## src/jisp_pkg.sv

```systemverilog
// shared constants and types of the serial test and programming access port
package jisp_pkg;
    localparam int IR_W = 8;
    localparam int ID_W = 32;
    localparam int BLK_W = 128;
    localparam int NVM_BITS = 1024;
    localparam int NVM_WORDS = NVM_BITS / BLK_W;
    localparam int NVM_AW = $clog2(NVM_WORDS);
    localparam int AUTH_W = 32;
    localparam int unsigned SYS_CLK_HZ = 25000000;
    localparam int unsigned LINK_CLK_NS = 320;
    localparam int unsigned LINK_CYCLES = (LINK_CLK_NS * (SYS_CLK_HZ / 1000000)) / 1000;
    // boundary scan instructions
    localparam logic [IR_W-1:0] OP_EXTEST = 8'h00;
    localparam logic [IR_W-1:0] OP_SAMPLE = 8'h01;
    localparam logic [IR_W-1:0] OP_CLAMP = 8'h05;
    localparam logic [IR_W-1:0] OP_HIGHZ = 8'h07;
    localparam logic [IR_W-1:0] OP_USERCODE = 8'h0e;
    localparam logic [IR_W-1:0] OP_IDCODE = 8'h0f;
    localparam logic [IR_W-1:0] OP_BYPASS = 8'hff;
    // in-system programming instructions
    localparam logic [IR_W-1:0] OP_KEY_LOAD = 8'h20;
    localparam logic [IR_W-1:0] OP_AUTH = 8'h21;
    localparam logic [IR_W-1:0] OP_PROG_FABRIC = 8'h22;
    localparam logic [IR_W-1:0] OP_PROG_NVM = 8'h23;
    localparam logic [IR_W-1:0] OP_VERIFY_NVM = 8'h24;
    localparam logic [IR_W-1:0] IR_CAPTURE = 8'h01;
    localparam logic [IR_W-1:0] IR_RESET = OP_IDCODE;
    typedef struct packed {
        logic tck;
        logic tms;
        logic tdi;
        logic trst_n;
    } jisp_pins_t;
    typedef enum logic [3:0] {
        TLR, RTI, SEL_DR, CAP_DR, SHIFT_DR, EXIT1_DR, PAUSE_DR, EXIT2_DR, UPD_DR,
        SEL_IR, CAP_IR, SHIFT_IR, EXIT1_IR, PAUSE_IR, EXIT2_IR, UPD_IR
    } jisp_tap_t;
endpackage : jisp_pkg

```

## src/jisp_port.sv

```systemverilog
// test access port with boundary register, decrypting programming path and user nonvolatile memory
//
// Overview of operation
// - test reset low forces controller reset once through the pin sync, with no link clock edge
// - undriven test reset pin reads high
// - undriven mode select reads high, steers controller
// - serial data in, undriven reads high
// - unprogrammed part keeps user I/O disabled
// - sample captures pads, shifts boundary register
// - unprogrammed sample shifts without touching I/O
// - all programming data passes the decryptor
// - memory and fabric programmed independently
// - master key stored once before encrypted data
// - authenticate programming data before any write
// - verification done inside, contents never returned
// - memory updates of 128 bits decrypted
// - soft processor variant omits decryption
// - programming over test port by programmer
// - power-up puts controller in reset state
// - transitions follow mode sampled at rising edge
`timescale 1ns/10ps
module jisp_port #(
    parameter int BND_W = 16,
    parameter bit HAS_SOFT_CPU = 1'b0,
    parameter logic [31:0] IDCODE_VAL = 32'h0000_0001, // arbitrary value
    parameter logic [31:0] AUTH_TAG = 32'h5a5a_a5a5 // arbitrary value
) (
    // system
    input wire logic sys_clk,
    input wire logic reset_n,
    // test port pins, already pulled up at the pad
    input wire jisp_pkg::jisp_pins_t pins,
    output logic tdo_o,
    output logic tdo_oe,
    // user side
    input wire logic [BND_W-1:0] pads_in,
    output logic [BND_W-1:0] bnd_drive,
    output logic extest_active,
    output logic io_en,
    output logic [jisp_pkg::BLK_W-1:0] fabric_cfg,
    input wire logic [jisp_pkg::NVM_AW-1:0] nvm_addr,
    output logic [jisp_pkg::BLK_W-1:0] nvm_rdata,
    output logic auth_ok,
    output logic verify_ok
);
    localparam int DR_W = (jisp_pkg::BLK_W > BND_W) ? jisp_pkg::BLK_W : BND_W;

    // two-stage sync; the pad pull-ups make an undriven pin arrive as 1
    jisp_pkg::jisp_pins_t sync1_q, sync2_q;
    logic tck_prev_q;
    always_ff @(posedge sys_clk) begin
        if (!reset_n) begin
            // link clock parked low as it idles, so no false edge follows reset
            sync1_q <= '{tck: 1'b0, tms: 1'b1, tdi: 1'b1, trst_n: 1'b1};
            sync2_q <= '{tck: 1'b0, tms: 1'b1, tdi: 1'b1, trst_n: 1'b1};
            tck_prev_q <= 1'b0;
        end else begin
            sync1_q <= pins;
            sync2_q <= sync1_q;
            tck_prev_q <= sync2_q.tck;
        end
    end
    wire logic tck_rise = sync2_q.tck & ~tck_prev_q;
    wire logic tck_fall = ~sync2_q.tck & tck_prev_q;
    wire logic trst_act = ~sync2_q.trst_n;

    // controller
    jisp_pkg::jisp_tap_t state_q, state_d;
    always_comb begin
        state_d = state_q;
        case (state_q)
            jisp_pkg::TLR: state_d = sync2_q.tms ? jisp_pkg::TLR : jisp_pkg::RTI;
            jisp_pkg::RTI: state_d = sync2_q.tms ? jisp_pkg::SEL_DR : jisp_pkg::RTI;
            jisp_pkg::SEL_DR: state_d = sync2_q.tms ? jisp_pkg::SEL_IR : jisp_pkg::CAP_DR;
            jisp_pkg::CAP_DR: state_d = sync2_q.tms ? jisp_pkg::EXIT1_DR : jisp_pkg::SHIFT_DR;
            jisp_pkg::SHIFT_DR: state_d = sync2_q.tms ? jisp_pkg::EXIT1_DR : jisp_pkg::SHIFT_DR;
            jisp_pkg::EXIT1_DR: state_d = sync2_q.tms ? jisp_pkg::UPD_DR : jisp_pkg::PAUSE_DR;
            jisp_pkg::PAUSE_DR: state_d = sync2_q.tms ? jisp_pkg::EXIT2_DR : jisp_pkg::PAUSE_DR;
            jisp_pkg::EXIT2_DR: state_d = sync2_q.tms ? jisp_pkg::UPD_DR : jisp_pkg::SHIFT_DR;
            jisp_pkg::UPD_DR: state_d = sync2_q.tms ? jisp_pkg::SEL_DR : jisp_pkg::RTI;
            jisp_pkg::SEL_IR: state_d = sync2_q.tms ? jisp_pkg::TLR : jisp_pkg::CAP_IR;
            jisp_pkg::CAP_IR: state_d = sync2_q.tms ? jisp_pkg::EXIT1_IR : jisp_pkg::SHIFT_IR;
            jisp_pkg::SHIFT_IR: state_d = sync2_q.tms ? jisp_pkg::EXIT1_IR : jisp_pkg::SHIFT_IR;
            jisp_pkg::EXIT1_IR: state_d = sync2_q.tms ? jisp_pkg::UPD_IR : jisp_pkg::PAUSE_IR;
            jisp_pkg::PAUSE_IR: state_d = sync2_q.tms ? jisp_pkg::EXIT2_IR : jisp_pkg::PAUSE_IR;
            jisp_pkg::EXIT2_IR: state_d = sync2_q.tms ? jisp_pkg::UPD_IR : jisp_pkg::SHIFT_IR;
            jisp_pkg::UPD_IR: state_d = sync2_q.tms ? jisp_pkg::SEL_DR : jisp_pkg::RTI;
            default: state_d = jisp_pkg::TLR;
        endcase
    end
    // the test reset acts on level, with no clock edge from the link needed
    always_ff @(posedge sys_clk) begin
        if (!reset_n || trst_act) state_q <= jisp_pkg::TLR;
        else if (tck_rise) state_q <= state_d;
    end
    wire logic do_cap = tck_rise && state_q == jisp_pkg::CAP_DR;
    wire logic do_shift = tck_rise && state_q == jisp_pkg::SHIFT_DR;
    wire logic do_upd = tck_rise && state_q == jisp_pkg::UPD_DR;

    // instruction register
    logic [jisp_pkg::IR_W-1:0] ir_sh_q, ir_q;
    always_ff @(posedge sys_clk) begin
        if (!reset_n || trst_act || state_q == jisp_pkg::TLR) begin
            ir_sh_q <= jisp_pkg::IR_CAPTURE;
            ir_q <= jisp_pkg::IR_RESET;
        end else if (tck_rise) begin
            if (state_q == jisp_pkg::CAP_IR) ir_sh_q <= jisp_pkg::IR_CAPTURE;
            else if (state_q == jisp_pkg::SHIFT_IR) ir_sh_q <= {sync2_q.tdi, ir_sh_q[jisp_pkg::IR_W-1:1]};
            else if (state_q == jisp_pkg::UPD_IR) ir_q <= ir_sh_q;
        end
    end

    // selected data register length
    logic [7:0] dr_len;
    always_comb begin
        case (ir_q)
            jisp_pkg::OP_IDCODE, jisp_pkg::OP_USERCODE: dr_len = 8'(jisp_pkg::ID_W);
            jisp_pkg::OP_SAMPLE, jisp_pkg::OP_EXTEST: dr_len = 8'(BND_W);
            jisp_pkg::OP_KEY_LOAD, jisp_pkg::OP_AUTH, jisp_pkg::OP_PROG_FABRIC,
            jisp_pkg::OP_PROG_NVM, jisp_pkg::OP_VERIFY_NVM: dr_len = 8'(jisp_pkg::BLK_W);
            default: dr_len = 8'h01;
        endcase
    end

    // key, programming state and stores
    logic [jisp_pkg::BLK_W-1:0] key_q;
    logic key_set_q, programmed_q, auth_q, verify_q;
    logic [jisp_pkg::NVM_AW-1:0] waddr_q;
    logic [jisp_pkg::BLK_W-1:0] fabric_q;
    logic [jisp_pkg::BLK_W-1:0] nvm_q [jisp_pkg::NVM_WORDS];
    logic [DR_W-1:0] dr_q, dr_shift;
    logic [jisp_pkg::BLK_W-1:0] plain;

    // stand-in cipher datapath: a keyed mask in place of the full block cipher round logic
    assign plain = HAS_SOFT_CPU ? dr_q[jisp_pkg::BLK_W-1:0] : dr_q[jisp_pkg::BLK_W-1:0] ^ key_q;
    wire logic key_ok = key_set_q || HAS_SOFT_CPU;
    wire logic fab_we = do_upd && ir_q == jisp_pkg::OP_PROG_FABRIC && auth_q && key_ok;
    wire logic nvm_we = do_upd && ir_q == jisp_pkg::OP_PROG_NVM && auth_q && key_ok;

    // data register shift path: tdi enters at the selected length
    always_comb begin
        for (int i = 0; i < DR_W; i++) begin
            if (i == int'(dr_len) - 1) dr_shift[i] = sync2_q.tdi;
            else if (i < int'(dr_len) - 1) dr_shift[i] = dr_q[i+1];
            else dr_shift[i] = 1'b0;
        end
    end
    always_ff @(posedge sys_clk) begin
        if (!reset_n) begin
            dr_q <= '0;
        end else if (do_cap) begin
            case (ir_q)
                jisp_pkg::OP_IDCODE: dr_q <= DR_W'(IDCODE_VAL);
                // input buffers are off while unprogrammed, so the capture is not meaningful
                jisp_pkg::OP_SAMPLE, jisp_pkg::OP_EXTEST: dr_q <= DR_W'(pads_in & {BND_W{io_en}});
                // only the pass flag leaves the part, never the stored words
                jisp_pkg::OP_VERIFY_NVM: dr_q <= '0;
                default: dr_q <= '0;
            endcase
        end else if (do_shift) begin
            dr_q <= dr_shift;
        end
    end

    // boundary update latch; pins follow it only under extest on a programmed part
    always_ff @(posedge sys_clk) begin
        if (!reset_n) bnd_drive <= '0;
        else if (do_upd && (ir_q == jisp_pkg::OP_SAMPLE || ir_q == jisp_pkg::OP_EXTEST)) bnd_drive <= dr_q[BND_W-1:0];
    end
    always_ff @(posedge sys_clk) begin
        if (!reset_n) extest_active <= 1'b0;
        else extest_active <= (ir_q == jisp_pkg::OP_EXTEST) && programmed_q;
    end

    // master key: written once, then locked
    always_ff @(posedge sys_clk) begin
        if (!reset_n) begin
            key_q <= '0;
            key_set_q <= 1'b0;
        end else if (do_upd && ir_q == jisp_pkg::OP_KEY_LOAD && !key_set_q) begin
            key_q <= dr_q[jisp_pkg::BLK_W-1:0];
            key_set_q <= 1'b1;
        end
    end

    // authentication of the incoming file and write address
    always_ff @(posedge sys_clk) begin
        if (!reset_n || trst_act) begin
            auth_q <= 1'b0;
            waddr_q <= '0;
        end else if (do_upd && ir_q == jisp_pkg::OP_AUTH) begin
            auth_q <= key_ok && plain[jisp_pkg::BLK_W-1 -: jisp_pkg::AUTH_W] == AUTH_TAG;
            waddr_q <= '0;
        end else if (nvm_we || (do_upd && ir_q == jisp_pkg::OP_VERIFY_NVM)) begin
            waddr_q <= waddr_q + 1'b1;
        end
    end

    // fabric and memory stores are written by separate instructions
    always_ff @(posedge sys_clk) begin
        if (!reset_n) begin
            fabric_q <= '0;
            programmed_q <= 1'b0;
        end else if (fab_we) begin
            fabric_q <= plain;
            programmed_q <= 1'b1;
        end
    end
    always_ff @(posedge sys_clk) begin
        if (!reset_n) begin
            for (int w = 0; w < jisp_pkg::NVM_WORDS; w++) nvm_q[w] <= '0;
        end else if (nvm_we) begin
            nvm_q[waddr_q] <= plain;
        end
    end
    // verify compares on chip; a mismatch stays until the next authentication
    always_ff @(posedge sys_clk) begin
        if (!reset_n || (do_upd && ir_q == jisp_pkg::OP_AUTH)) verify_q <= 1'b1;
        else if (do_upd && ir_q == jisp_pkg::OP_VERIFY_NVM && plain != nvm_q[waddr_q]) verify_q <= 1'b0;
    end

    // user-facing outputs
    always_ff @(posedge sys_clk) begin
        if (!reset_n) begin
            io_en <= 1'b0;
            fabric_cfg <= '0;
            nvm_rdata <= '0;
            auth_ok <= 1'b0;
            verify_ok <= 1'b0;
        end else begin
            io_en <= programmed_q;
            fabric_cfg <= fabric_q;
            nvm_rdata <= nvm_q[nvm_addr];
            auth_ok <= auth_q;
            verify_ok <= verify_q;
        end
    end

    // serial out moves on the falling edge so the far side samples it stable
    always_ff @(posedge sys_clk) begin
        if (!reset_n || trst_act) begin
            tdo_o <= 1'b1;
            tdo_oe <= 1'b0;
        end else if (tck_fall) begin
            tdo_o <= (state_q == jisp_pkg::SHIFT_IR) ? ir_sh_q[0] : dr_q[0];
            tdo_oe <= state_q == jisp_pkg::SHIFT_IR || state_q == jisp_pkg::SHIFT_DR;
        end
    end
endmodule : jisp_port

```

## config.mk

```make
export PLATFORM = sky130hd
export DESIGN_NAME = jisp_port
export DESIGN_NICKNAME = d
export VERILOG_FILES = /design/src/jisp_pkg.sv /design/src/jisp_port.sv
export SDC_FILE = /design/constraint.sdc
export NUM_CORES = 2
export LEC_CHECK = 0
export ABC_AREA = 0
export BUFFER_PORTS_ARGS = -buffer_cell sky130_fd_sc_hd__buf_4
export CAP_MARGIN = 5
export CORE_ASPECT_RATIO = 1.75
export CORE_MARGIN = 5
export CORE_UTILIZATION = 62
export CTS_BUF_LIST = sky130_fd_sc_hd__clkbuf_16
export CTS_CLUSTER_SIZE = 8
export DETAILED_ROUTE_END_ITERATION = 10
export PLACE_DENSITY = 0.83
export SETUP_SLACK_MARGIN = 0.02
export SLEW_MARGIN = 30
export SYNTH_ARGS = -nofsm -noshare
export SYNTH_HDL_FRONTEND = slang
export SYNTH_SLANG_ARGS = --single-unit
```

## constraint.sdc

```tcl
create_clock -name sys_clk -period 5.8 [get_ports sys_clk]
set_clock_uncertainty 0.1 [all_clocks]
set_input_delay 0.29 -clock sys_clk [delete_from_list [all_inputs] [get_ports sys_clk]]
set_output_delay 0.29 -clock sys_clk [all_outputs]
set_load 0.05 [all_outputs]
```

==> impl_results.md <==
- Cells after Synth: 6569
- Fin. max-slew vios: 0
- Class of the worst hold path: in2reg
- Number of CTS-inserted buffers: 233
- Critical path arrival: 5010 ps
- Antenna violations before repair: 11
- Reg2reg setup slack: 1190 ps
- Utilization after layout: 71.5%
- CTS Root Cell: clkbuf_16
- Final Critical Period: 4610 ps
- Hold Crit Depth: 3
- Mapped Area: 77600 µm²
- # resized after CTS: 0
- Fraction of registers with async set or reset after synthesis: 0%
- Top_reg_cell synth: edfxtp_1
- DRC: 0
- Post-synth EDFFs: 1024
- DRT iter0 DRCs: 8902
- Final setup viols: 0
- End of the worst hold path: sync1_q[3]
- 1st-pass router iterations: 9
- # hold bufs at CTS: 24
- Post-CTS Setup Inserts: 0
- DR vias: 57300
- Die height: 478 µm
- Post-synth cell types: 58
- Internal power: 0.0214 W
- Vias in the first global route: 57800
- CP endpoint kind: flop
- Maximum VDD drop: 293 µV
- Comb pwr share: 6.6%
- Final nets: 6772
- Hold_ws: 90.1 ps
- Max_slew headroom: 27.8%
- H-tree Lvls: 4
- CTS Buffer Depth: 3
- Synth warn: 0
- Critical path class: reg2reg
- Flop pwr share: 49.0%
- TritonCTS clock tree: done
- Die X: 277 µm
- Drt via density: 6.69
- FF+latch count, synth: 1725
- Final Hold Fails: 0
- Fmax: 217 MHz
- Antenna Nets Post-Route: 0
- Clk pwr share: 44.5%
- Syn Area/Cell: 11.8 µm²
- NetSw: 0.00659 W
- Final period util: 79.5%
- Startpoint types: flop
- Port bufs: 302
- Worst-Skew Late Latency: 870 ps
- Detailed Place HPWL: 144 mm
- Sw Share: 23.6%
- Final wirelength: 241 mm
- DR WL/cell: 28.1 µm
- Power Density: 314 nW/µm²
- R2R depth: 8
- RR Endpoint: nvm_q[2][43]
- I/O pin cnt: 303
- HP Start: pins[3]
- RSZ-0062 raised after global routing: false
- Syn_nets: 6601
- All-Layer GR Usage: 35.0%
- Clock sink count: 1725
- Reg2reg start: state_q[3]
- Maxcap violations: 0
- Area grow syn2layout: 14.6%
- Row cnt: 171
- Tot Pwr: 0.0280 W
- Die Area: 133000 µm²
- Core area: 124000 µm²
- Worst Path Max Fanout: 37
- Leakage: 29.7 nW
- Share of cells above drive strength 1: 15.9%
- Worst-Margin Slew: 1070 ps
- Gp weighted congestion: 0.889
- First-pass GRT wire length: 353 mm
- Setup tns final: 0 ps
- CP Data Required Time: 6200 ps
- Largest net degree at the start of global routing: 215
- Clock Pin Slew Worst Setup and Hold Paths: 50 ps
- Register area share after synthesis: 57.7%
- GRT overflow: 0
- Filler cells: 7858
- Starting density of the core: 62.4%
- Run status: completed
## worst max-delay path, cell delays in order (launching register included)
cell     delay [ps]
dfxtp_1         710
nand3_1         230
or3_4           400
nor2_1          160
nand3_1         160
nor2_1          630
nand2_4         580
nand2_4         840
buf_12          360
## worst max path at each step
stage	to	startpoint	cells past startpoint
6_report	nvm_q[2][43]	state_q[3]	8
3_3_place_gp	verify_q	flop	9
4_1_cts	nvm_q[6][54]	state_q[3]	8
5_1_grt	nvm_q[6][54]	state_q[3]	8
2_1_floorplan	nvm_q[7][0]	state_q[2]	11
3_5_place_dp	nvm_q[2][21]	state_q[3]	8
## sequential cells by signal, indices dropped and copies added, names as in the netlist, 3 cells and up, named ones only
signal	count
dr_q	128
sync1_q	4
nvm_rdata	128
ir_q	8
sync2_q	4
ir_sh_q	8
nvm_q	1024
key_q	128
waddr_q	3
fabric_cfg	128
fabric_q	128
state_q	4
bnd_drive	16
## metrics by stage
stage	setup slack, ps	instance area, µm²	cells
after floorplan	606	77600	6569
after global placement	1440	81500	8119
after detailed placement	1430	81700	8122
after CTS	1320	88700	8555
after global routing	1040	88900	8558
final	1190	88900	8561
## cells by family (layout without fill, tap and decap cells)
family                     Yosys count  in the layout  synth area share [%]
DFF                               1725           1725                  57.7
AOI/OAI and AO/OA                  825            825                  7.08
buffers and inverters              614            959                  3.50
xor gates and xnor gates           134            134                  1.51
muxes                              924            924                  16.1
and+or+nand+nor                   2339           2339                  14.0
other                                1              5               0.00483
adders and majority gates            7              7                 0.113
## power groups by stage
stage | Combinational [W] | Clock (W) | Sequential (W)
2_1_floorplan | 0.000885 | 0 | 0.0141
3_3_place_gp | 0.00177 | 0 | 0.0138
3_5_place_dp | 0.00180 | 0 | 0.0139
4_1_cts | 0.00182 | 0.0124 | 0.0137
5_1_grt | 0.00190 | 0.0130 | 0.0137
6_report | 0.00184 | 0.0124 | 0.0137
## synth_stat cells, types with 130 or more instances
cell type  count  area [µm²]
mux4_2       256        5770
clkbuf_1     350        1310
edfxtp_1    1024       30700
mux2i_1      666        6670
and2_1       267        1670
buf_2        165         826
xnor2_1      133        1160
a22oi_1      363        2730
nand2_1      436        1640
and3_1       130         813
a21oi_1      152         761
nor2b_1      257        1610
dfxtp_1      701       14000
nor2_1      1082        4060
## cell type report
class	count	area [µm²]	share of cell area, %
clock buffer	236	5910	6.64
timing repair buffer	540	4680	5.26
antenna	4	10.0	0.0113
tap	1643	2060	2.31
clock inverter	173	860	0.967
sequential	1725	44800	50.4
multi-input combinational	4230	30600	34.4
inverter	10	37.5	0.0422
## cell usage in the layout (no fill, tap or decap), drive strengths merged, types with 175 or more instances in the layout
cell type  netlist  layout
nand2          436     436
clkbuf         351     237
a22oi          363     363
inv             10     175
and2           268     268
nor2b          257     257
mux2i          666     666
dfxtp          701     701
nor2          1083    1083
edfxtp        1024    1024
buf            253     515
mux4           256     256
## metal layers
metal	track usage (%)	share of wire (%)	vias to the layer above
met5	0	0.016	-
met4	25.2	8.9	6
met3	9.70	13	1197
met2	56.4	47	4715
met1	40.3	32	27400
li1	-	-	23900
No activity file was read; power rests on OpenSTA's default activity.
